`src/adc_regs_pkg.sv`:
```
// Shared constants, field layouts and types for the converter status and calibration access block.
package adc_regs_pkg;

   // Read-source codes held in the control word.
   typedef enum logic [1:0] {
      RS_RESULT = 2'b00,
      RS_CAL_WRITE = 2'b01,
      RS_CAL_READ = 2'b10,
      RS_STATUS = 2'b11
   } read_source_t;

   // Control word layout, most significant field first.
   typedef struct packed {
      logic [1:0] spare;
      logic single_ended_sel;
      logic [2:0] channel_sel;
      logic [1:0] power_mgmt;
      read_source_t read_source_sel;
      logic analog_range_mode;
      logic conv_start;
      logic calibration_kind;
      logic [1:0] cal_select;
      logic cal_start;
   } ctrl_t;

   localparam int WORD_W = 16;
   localparam int CAL_DATA_W = 14;
   localparam int RESULT_W = 12;
   localparam int PIN_W = 21;

   localparam ctrl_t CTRL_RESET = ctrl_t'(16'h0000);
   localparam logic [15:0] STATUS_RESET = 16'h0000;

   // Status word constant bits.
   localparam logic [1:0] STATUS_TOP_ZEROS = 2'b00;
   localparam logic [1:0] STATUS_MID_ONES = 2'b11;

   // Calibration register indices in access order.
   localparam int CAL_REG_COUNT = 10;
   localparam logic [3:0] CAL_IDX_GAIN = 4'h0;
   localparam logic [3:0] CAL_IDX_OFFSET = 4'h1;
   localparam logic [3:0] CAL_IDX_DAC_FIRST = 4'h2;
   localparam logic [3:0] CAL_IDX_DAC_LAST = 4'h9;

   // Calibration select codes.
   localparam logic [1:0] CALSEL_ALL = 2'b00;
   localparam logic [1:0] CALSEL_GAIN_OFFSET = 2'b01;
   localparam logic [1:0] CALSEL_OFFSET = 2'b10;
   localparam logic [1:0] CALSEL_GAIN = 2'b11;

   // Calibration register contents after reset.
   localparam logic [13:0] CAL_GAIN_RESET = 14'h2000;
   localparam logic [13:0] CAL_OFFSET_RESET = 14'h2000;
   localparam logic [13:0] CAL_DAC_RESET = 14'h0000;

   // Pin bit positions in the synchronised pin vector.
   localparam int PIN_CS_N = 20;
   localparam int PIN_RD_N = 19;
   localparam int PIN_WR_N = 18;
   localparam int PIN_HBE = 17;
   localparam int PIN_BYTE = 16;

endpackage : adc_regs_pkg

```
`src/pin_sync.sv`:
```
// Two-stage synchroniser for asynchronous pins, with a third stage for edge detection.
`timescale 1ns/1ps
module pin_sync #(
   parameter int WIDTH = 21,
   parameter logic [WIDTH-1:0] RESET_VAL = '1
) (
   input wire logic clk_i,
   input wire logic rst_i,
   input wire logic [WIDTH-1:0] d_i,
   output logic [WIDTH-1:0] q_o,
   output logic [WIDTH-1:0] q_prev_o
);

   logic [WIDTH-1:0] meta_r;

   // Only the second stage reads the first, so a metastable sample never reaches logic.
   always_ff @(posedge clk_i) begin
      if (rst_i) begin
         meta_r <= RESET_VAL;
         q_o <= RESET_VAL;
         q_prev_o <= RESET_VAL;
      end else begin
         meta_r <= d_i;
         q_o <= meta_r;
         q_prev_o <= q_o;
      end
   end

endmodule : pin_sync

```
`src/adc_status_cal_access.sv`:
```
// Host parallel-bus access to the control word, status word and calibration registers.
`timescale 1ns/1ps
module adc_status_cal_access
   import adc_regs_pkg::*;
(
   input wire logic CLK_I,
   input wire logic SYS_RST_I,
   input wire logic CS_N_I,
   input wire logic RD_N_I,
   input wire logic WR_N_I,
   input wire logic HIGH_BYTE_ENABLE_I,
   input wire logic BYTE_MODE_I,
   input wire logic [15:0] DB_I,
   output logic [15:0] DB_O,
   output logic DB_OE_N_O,
   input wire logic CONV_BUSY_I,
   input wire logic CAL_BUSY_I,
   input wire logic [11:0] RESULT_I,
   input wire logic CAL_UPD_I,
   input wire logic [3:0] CAL_UPD_IDX_I,
   input wire logic [13:0] CAL_UPD_DATA_I,
   output ctrl_t CTRL_O,
   output logic CONV_START_O,
   output logic CAL_START_O,
   output logic [15:0] GAIN_WORD_O,
   output logic [15:0] OFFSET_WORD_O
);

   // First register of the access sequence for a select code.
   function automatic logic [3:0] cal_first_idx(input logic [1:0] sel);
      cal_first_idx = (sel == CALSEL_OFFSET) ? CAL_IDX_OFFSET : CAL_IDX_GAIN;
   endfunction : cal_first_idx

   // Last register of the access sequence for a select code.
   function automatic logic [3:0] cal_last_idx(input logic [1:0] sel);
      case (sel)
         CALSEL_ALL: cal_last_idx = CAL_IDX_DAC_LAST;
         CALSEL_GAIN_OFFSET: cal_last_idx = CAL_IDX_OFFSET;
         CALSEL_OFFSET: cal_last_idx = CAL_IDX_OFFSET;
         default: cal_last_idx = CAL_IDX_GAIN;
      endcase
   endfunction : cal_last_idx

   logic [PIN_W-1:0] pin_raw;
   logic [PIN_W-1:0] pin_s;
   logic [PIN_W-1:0] pin_p;

   logic rd_act;
   logic rd_prev;
   logic wr_act;
   logic wr_prev;
   logic rd_start;
   logic rd_end;
   logic wr_end;
   logic byte_mode;
   logic hbe_now;
   logic hbe_prev;
   logic [15:0] bus_prev;

   ctrl_t ctrl_r;
   ctrl_t ctrl_nxt;
   logic power_up_r;
   logic [7:0] lo_byte_r;
   logic [3:0] ptr_r;
   logic [13:0] cal_mem [0:CAL_REG_COUNT-1];
   logic [15:0] dout_r;
   logic oe_n_r;
   logic conv_start_r;
   logic cal_start_r;

   logic [15:0] wr_word;
   ctrl_t wr_ctrl;
   logic word_done;
   logic cal_wr_mode;
   logic ctrl_wr;
   logic cal_host_wr;
   logic rd_done;
   logic cal_rd_adv;
   logic ptr_adv;
   logic seq_done;
   logic [15:0] status_word;
   logic [15:0] read_word;

   assign pin_raw = {CS_N_I, RD_N_I, WR_N_I, HIGH_BYTE_ENABLE_I, BYTE_MODE_I, DB_I};

   pin_sync #(
      .WIDTH(PIN_W),
      .RESET_VAL({5'h1f, 16'h0000})
   ) u_pin_sync (
      .clk_i(CLK_I),
      .rst_i(SYS_RST_I),
      .d_i(pin_raw),
      .q_o(pin_s),
      .q_prev_o(pin_p)
   );

   // Strobe decode on the synchronised pins; the previous sample still holds the bus data
   // of the access that is ending, so a write is captured from it on the trailing edge.
   assign rd_act = ~pin_s[PIN_CS_N] & ~pin_s[PIN_RD_N];
   assign rd_prev = ~pin_p[PIN_CS_N] & ~pin_p[PIN_RD_N];
   assign wr_act = ~pin_s[PIN_CS_N] & ~pin_s[PIN_WR_N];
   assign wr_prev = ~pin_p[PIN_CS_N] & ~pin_p[PIN_WR_N];
   assign rd_start = rd_act & ~rd_prev;
   assign rd_end = ~rd_act & rd_prev;
   assign wr_end = ~wr_act & wr_prev;
   assign byte_mode = pin_s[PIN_BYTE];
   assign hbe_now = pin_s[PIN_HBE];
   assign hbe_prev = pin_p[PIN_HBE];
   assign bus_prev = pin_p[15:0];

   // Byte mode assembles the word from a low byte then a high byte.
   assign wr_word = byte_mode ? {bus_prev[7:0], lo_byte_r} : bus_prev;
   assign wr_ctrl = ctrl_t'(wr_word);
   assign word_done = wr_end & (~byte_mode | hbe_prev);

   assign cal_wr_mode = (ctrl_r.read_source_sel == RS_CAL_WRITE);
   assign ctrl_wr = word_done & ~cal_wr_mode;
   assign cal_host_wr = word_done & cal_wr_mode;
   assign rd_done = rd_end & (~byte_mode | hbe_prev);
   assign cal_rd_adv = rd_done & (ctrl_r.read_source_sel == RS_CAL_READ);
   assign ptr_adv = cal_host_wr | cal_rd_adv;
   assign seq_done = ptr_adv & (ptr_r == cal_last_idx(ctrl_r.cal_select));

   // The start bits act as pulses and are not kept in the stored control word.
   always_comb begin
      ctrl_nxt = wr_ctrl;
      ctrl_nxt.spare = 2'b00;
      ctrl_nxt.conv_start = 1'b0;
      ctrl_nxt.cal_start = 1'b0;
   end

   // Control word, written by a host write outside calibration write access; the end of a calibration write set clears its read source.
   always_ff @(posedge CLK_I) begin
      if (SYS_RST_I) begin
         ctrl_r <= CTRL_RESET;
      end else if (ctrl_wr) begin
         ctrl_r <= ctrl_nxt;
      end else if (seq_done && cal_wr_mode) begin
         // Leaving write access at the end of the set lets the next write reach control.
         ctrl_r.read_source_sel <= RS_RESULT;
      end
   end

   // Status reads zero until the host first writes the control word.
   always_ff @(posedge CLK_I) begin
      if (SYS_RST_I) begin
         power_up_r <= 1'b1;
      end else if (ctrl_wr) begin
         power_up_r <= 1'b0;
      end
   end

   always_ff @(posedge CLK_I) begin
      if (SYS_RST_I) begin
         lo_byte_r <= 8'h00;
      end else if (wr_end && byte_mode && !hbe_prev) begin
         lo_byte_r <= bus_prev[7:0];
      end
   end

   always_ff @(posedge CLK_I) begin
      if (SYS_RST_I) begin
         conv_start_r <= 1'b0;
         cal_start_r <= 1'b0;
      end else begin
         conv_start_r <= ctrl_wr & wr_ctrl.conv_start;
         cal_start_r <= ctrl_wr & wr_ctrl.cal_start;
      end
   end

   // Calibration register pointer.
   always_ff @(posedge CLK_I) begin
      if (SYS_RST_I) begin
         ptr_r <= CAL_IDX_GAIN;
      end else if (ctrl_wr) begin
         ptr_r <= cal_first_idx(ctrl_nxt.cal_select);
      end else if (seq_done) begin
         ptr_r <= cal_first_idx(ctrl_r.cal_select);
      end else if (ptr_adv) begin
         ptr_r <= ptr_r + 4'h1;
      end
   end

   // Calibration storage. The engine wins over a host write in the same cycle, since a
   // running calibration owns the coefficients and the host is told not to access them.
   always_ff @(posedge CLK_I) begin
      if (SYS_RST_I) begin
         for (int i = 0; i < CAL_REG_COUNT; i++) begin
            cal_mem[i] <= CAL_DAC_RESET;
         end
         cal_mem[CAL_IDX_GAIN] <= CAL_GAIN_RESET;
         cal_mem[CAL_IDX_OFFSET] <= CAL_OFFSET_RESET;
      end else if (CAL_UPD_I && (CAL_UPD_IDX_I <= CAL_IDX_DAC_LAST)) begin
         cal_mem[CAL_UPD_IDX_I] <= CAL_UPD_DATA_I;
      end else if (cal_host_wr) begin
         cal_mem[ptr_r] <= wr_word[CAL_DATA_W-1:0];
      end
   end

   // Status word assembly; host writes reach it through the control word fields that it mirrors and, on the first control write, by ending the power-up zero.
   always_comb begin
      if (power_up_r) begin
         status_word = STATUS_RESET;
      end else begin
         status_word = {STATUS_TOP_ZEROS,
                        ctrl_r.single_ended_sel,
                        ctrl_r.channel_sel,
                        ctrl_r.power_mgmt,
                        STATUS_MID_ONES,
                        ctrl_r.analog_range_mode,
                        CONV_BUSY_I | CAL_BUSY_I,
                        ctrl_r.calibration_kind,
                        ctrl_r.cal_select,
                        CAL_BUSY_I};
      end
   end

   // Read source multiplexer.
   always_comb begin
      case (ctrl_r.read_source_sel)
         RS_RESULT: read_word = {4'h0, RESULT_I};
         RS_CAL_READ: read_word = {2'b00, cal_mem[ptr_r]};
         RS_STATUS: read_word = status_word;
         default: read_word = 16'h0000;
      endcase
   end

   // Read data is captured at the start of the strobe and held steady while it lasts.
   always_ff @(posedge CLK_I) begin
      if (SYS_RST_I) begin
         dout_r <= 16'h0000;
      end else if (rd_start) begin
         if (byte_mode) begin
            dout_r <= hbe_now ? {8'h00, read_word[15:8]} : {8'h00, read_word[7:0]};
         end else begin
            dout_r <= read_word;
         end
      end
   end

   always_ff @(posedge CLK_I) begin
      if (SYS_RST_I) begin
         oe_n_r <= 1'b1;
      end else begin
         oe_n_r <= ~rd_act;
      end
   end

   assign DB_O = dout_r;
   assign DB_OE_N_O = oe_n_r;
   assign CTRL_O = ctrl_r;
   assign CONV_START_O = conv_start_r;
   assign CAL_START_O = cal_start_r;
   assign GAIN_WORD_O = {2'b00, cal_mem[CAL_IDX_GAIN]};
   assign OFFSET_WORD_O = {2'b00, cal_mem[CAL_IDX_OFFSET]};

endmodule : adc_status_cal_access

```
`config.mk`:
```
export PLATFORM = sky130hd
export DESIGN_NAME = adc_status_cal_access
export DESIGN_NICKNAME = d
export VERILOG_FILES = /design/src/adc_regs_pkg.sv /design/src/pin_sync.sv /design/src/adc_status_cal_access.sv
export SDC_FILE = /design/constraint.sdc
export NUM_CORES = 1
export LEC_CHECK = 0
export ABC_AREA = 1
export BUFFER_PORTS_ARGS = -buffer_cell sky130_fd_sc_hd__buf_2
export CAP_MARGIN = 10
export CORE_UTILIZATION = 60
export DETAILED_ROUTE_END_ITERATION = 16
export PLACE_DENSITY = 0.85
export SLEW_MARGIN = 20
export SYNTH_ARGS = -nofsm -noshare
export SYNTH_HDL_FRONTEND = slang
export SYNTH_SLANG_ARGS = --single-unit
```
`constraint.sdc`:
```
create_clock -name CLK_I -period 6 [get_ports CLK_I]
set_input_delay 0.6 -clock CLK_I [delete_from_list [all_inputs] [get_ports CLK_I]]
set_output_delay 0.6 -clock CLK_I [all_outputs]
set_load 0.01 [all_outputs]
```
======== After elaboration in Yosys (flattened, before gate mapping) ========
Memories as Yosys holds them, arrays and structs flattened. A register that Yosys moved wholly into a read port is not among the register bits.
Cells that the tools add are included.
cells by class
  add/subtract/negate cells ............... 1
  $mul .................................... 0
  div/mod/pow operators ................... 0
  $lt $le $gt $ge ......................... 1
  equal/unequal tests ..................... 7
  shift-type cells ........................ 0
  mux-type cells .......................... 32
  bitwise operators ....................... 31
  reduce and logical (&&, ||, !) cells .... 12
operators by type and width
  cell                                                              number
  14-bit 2-to-1 mux                                                 6
  16-bit one-hot mux with 3 select lines                            1
  4-bit 2-to-1 mux                                                  7
  14-bit OR reduction                                               2
  16-bit 2-to-1 mux                                                 1
  1-bit AND                                                         15
  1-bit 2-to-1 mux                                                  13
  1-bit inverter                                                    11
  2-bit == test (second input constant)                             4
  8-bit 2-to-1 mux                                                  1
  4-bit one-hot mux with 2 select lines                             1
  1-bit OR                                                          5
  4-bit by 1-bit adder with 4-bit output (second input constant)    1
  2-bit by 1-bit == test with 1-bit output (second input constant)  2
  4-bit == test                                                     1
  4-bit <= comparator (second input constant)                       1
  1-bit logical AND                                                 4
  2-bit logical NOT                                                 2
  2-bit 2-to-1 mux                                                  2
  3-bit nonzero test                                                1
  2-bit nonzero test                                                1
  2-bit OR reduction                                                1
  1-bit logical NOT                                                 1
storage, ports and cells
  bits in registers ....................... 107
  latch bits .............................. 0
  memory bits (writable) .................. 140
  bits in read-only memories .............. 0
  output and inout port bits .............. 67
  word-level logic and storage cells ...... 102
  memories kept ........................... 1
memory list
  name     depth  width  rd ports  clocked after memory_dff  write ports  line                         text
  cal_mem  10     14     3         1                         10           adc_status_cal_access.sv:65  logic [13:0] cal_mem [0:CAL_REG_COUNT-1];

======== Depth between registers and ports, before layout ========
  depth in word-level cells ............... 12
  gate-level depth with buffers ........... 14
  gate-level depth less buffers ........... 13

======== By module ========
A second synthesis with hierarchy kept.
unflattened totals
  cell total of the unflattened synthesis .. 1535
  area total of the unflattened synthesis .. 14047.2 um^2
by module, submodules not included
  module                 times used  cells an instance  area each (um^2)
  adc_status_cal_access  1           1339               12260.5
  pin_sync               1           196                1786.7

======== Least setup slack after synthesis ========
Ideal clock, no wire load.
  path type ............................... input to register
  start point ............................. input port SYS_RST_I
  end point ............................... memory cal_mem[9][0] (enable)
  setup time .............................. 407 ps
  data arrival time ....................... 2778 ps
  required time ........................... 5593 ps
  slack ................................... 2815 ps
  cell stages on the path ................. 8
  path buffers ............................ 2
  path through ............................ buf_2 > inv_2 > nand2_1 > nor2_8 > a21oi_4 > nand2_2 > buf_2 > a211oi_1
RTL lines
  element          line                         text
  start, declared  adc_status_cal_access.sv:7   input wire logic SYS_RST_I,
  end, declared    adc_status_cal_access.sv:65

==> qor.csv <==
metric,value,unit
outcome,"finished, final reports clean",
Core ar.,0.0221,sq mm
post_cts resized,0,
switching share of power,0.214,
post-synthesis mux area share,0.00438,
"Avg Cell Area, Syn",9.23,sq um
Bufs on Longest Clock Path,3,
GRT Util Overall,0.309,
max-cap violation count,0,
clock network power share,0.423,
critical path's slowest cell,dfxtp_1,
area delta synth->final,12.7,%
vias,11100,
CP Cell Sequence,"inv_2, nor2_4, nor2_4, nand2_4, nor2_8, a21oi_2, inv_2, nand2_1, inv_2, nand2_1, nand2_1",
fin crit period,3.65,ns
# nets final,1629,
endpoints failing setup,0,
global-route wire length before repair,56000,um
CTS hold repair buffers,0,
combinational power share,0.042,
placed insts,1818,
Reg power frac,0.535,
leakage power,6.18,nW
cell taking the most area after synthesis,edfxtp_1,
ys flop type,edfxtp_1,
Post-synth EDFFs,196,
XOR/XNOR Fraction of Synth Area,0.000638,
# diodes,0,
Final Hold Viols,0,
cells on worst reg2reg path,11,
register area,0.00849,sq mm
P per Cell Area,298,mW/mm^2
hold path start,HIGH_BYTE_ENABLE_I,
GP Congestion,0.960,
Root Driver,clkbuf_16,
"slowest stage delay, CP",0.95,ns
Skew-Pair Late Insertion Delay,0.56,ns
Port Buf Inserts,110,
most common cell in the synthesized netlist,nor2_1,
Max Clock Freq,274,MHz
1st-pass router iterations,5,
Fin Clk Skew,0.0170,ns
post-DP HPWL,22400,um
peak supply drop,0.254,mV
Worst-Margin Slew,1.03,ns
Compound-Gate Fraction of Synth Area,0.0916,
row count,54,
CTS tree,yes,
Worst R2R Setup Slack,2.35,ns
Adder-Cell Fraction of Synth Area,0.000912,
Hold Path Class,input pin to flop,
switching power,987,uW
Simple-Gate Fraction of Synth Area,0.214,
r2r endpoint,cal_mem[7][10],
vias in the first global route,10400,
final non-filler cell total,1876,
Max Slew Vio Count,0,
Setup crit end kind,flop,
register area share after synthesis,0.618,
die area,0.0235,sq mm
IO Count,123,
CTS H-tree lvls,1,
top-area cell type share of the netlist area,0.429,
reg-to-reg startpoint,u_pin_sync.q_o[16],
drt wl/cell,19.3,um
Setup Buffers After CTS,0,
Synth Cell Area,0.0137,sq mm
Post-route DRC,0,
startpoint types,flop,
CP bufs+invs,3,
Synth Warn #,0,
required time of the worst setup path,6.13,ns
initial core utilization,0.621,
initial antenna violation count,0,
First DRT Iteration DRCs,1375,
vias per inst,5.89,
max_slew headroom,0.309,
multi-input combinational cell area,0.00434,sq mm
worst setup path category,flop to flop,
Final ANT Viol Nets,0,
largest net degree at the start of global routing,96,
Num Clock Sinks,326,
list of most frequent post-synthesis cells,"nor2_1 (319), nand2_1 (227), edfxtp_1 (196)",
Layout fillers,1517,
Synth async-reset ratio,0,
layout cells sized above 1,0.147,
Worst-path clk slew,0.06,ns
post-synthesis instance total,1487,
CTS Buf Count,31,
Worst EP arrival,3.78,ns
setup TNS,0,ns
gr ovfl total,0,
DRT Wirelength,36200,um
Die Height,153,um
RSZ-0062 raised after global routing,false,
synth top area cells,"edfxtp_1 (43%), dfxtp_1 (19%), nor2_1 (8.7%)",
hold depth,2,
P_int,3.62,mW
die width,153,um
"FF+latch count, synth",326,
Netlist cell types,36,
crit-path max FO,25,
Final Cycle Share,0.609,
hold path endpoint,u_pin_sync.meta_r[17],
Top delay family on crit path,simple AND/OR/NAND/NOR gates,
largest family of logic cells by synthesized area,simple AND/OR/NAND/NOR gates,
-- registers in the layout, summed over array words and instances (netlist names), named ones only --
signal and count:
CTRL_O 12, u_pin_sync.q_prev_o 18, ptr_r 4, power_up_r 1, DB_O 14, CONV_START_O 1
DB_OE_N_O 1, cal_mem 224, u_pin_sync.q_o 19, u_pin_sync.meta_r 19, CAL_START_O 1, lo_byte_r 8
-- metal layers --
layer | routed length [um] | track usage | vias to the layer above
met3 | 3940 | 0.0587 | 125
li1 | - | - | 5072
met1 | 13100 | 0.388 | 5161
met5 | 0 | 0 | -
met4 | 1630 | 0.154 | 0
met2 | 17500 | 0.514 | 699
-- how the worst max path moves through the flow --
stage / slack, ns / startpoint / depth (start not counted) / end
after floorplan: 2.82 / SYS_RST_I / 8 / cal_mem[9][0]
after global placement: 2.47 / SYS_RST_I / 10 / cal_mem[6][2]
after detailed placement: 2.41 / SYS_RST_I / 10 / cal_mem[6][0]
after CTS: 2.46 / u_pin_sync.q_o[16] / 11 / cal_mem[6][13]
after global routing: 2.18 / u_pin_sync.q_o[16] / 11 / cal_mem[6][6]
final: 2.35 / u_pin_sync.q_o[16] / 11 / cal_mem[7][10]
-- layout make-up --
| cell class | instances | share of cell area |
|---|---|---|
| clock buffers | 43 | 0.0577 |
| clock inverters | 14 | 0.00841 |
| inverters | 139 | 0.0338 |
| multi-input cells | 939 | 0.281 |
| flip-flops and latches | 326 | 0.549 |
| well taps | 280 | 0.0226 |
| repair buffers | 135 | 0.0477 |
-- power by group through the flow --
| stage | Combinational [mW] | Clock (mW) | Sequential, mW |
|---|---|---|---|
| after global placement | 0.180 | 0 | 2.51 |
| final | 0.191 | 1.95 | 2.47 |
| after global routing | 0.209 | 2.04 | 2.47 |
| after floorplan | 0.119 | 0 | 2.51 |
| after CTS | 0.188 | 1.94 | 2.47 |
| after detailed placement | 0.186 | 0 | 2.51 |
-- cell usage in the layout (no fill, tap or decap), types with 14 or more instances in the layout --
| master | instances |
|---|---|
| nand3_1 | 109 |
| dfxtp_1 | 128 |
| buf_4 | 24 |
| a21oi_1 | 30 |
| nand2_1 | 227 |
| edfxtp_1 | 196 |
| or2_2 | 15 |
| clkbuf_16 | 32 |
| o22ai_1 | 14 |
| o211ai_1 | 36 |
| nor2_1 | 317 |
| buf_2 | 110 |
| inv_1 | 127 |
| nor3_1 | 18 |
| o21ai_0 | 103 |
-- per-stage QoR --
stage                     power (mW)   util  hold slack, ns  instance area [sq um]  setup slack (ns)
final                           4.61  0.700           0.215                  15500              2.35
after global routing            4.72  0.700           0.211                  15500              2.18
after CTS                       4.60  0.700           0.207                  15500              2.46
after detailed placement        2.70  0.654           0.395                  14400              2.41
after global placement          2.69  0.654           0.389                  14400              2.47
after floorplan                 2.63      -           0.388                  13800              2.82
-- kinds of logic (layout without fill, tap and decap cells) --
family          Yosys count  count (layout)
simple gates            707             707
other cells               1              10
mux                       6               6
fa+ha+maj                 1               1
flops                   326             326
buf+inv                 231             331
compound gates          214             214
xor+xnor                  1               1
(Power assumes the default switching activity.)
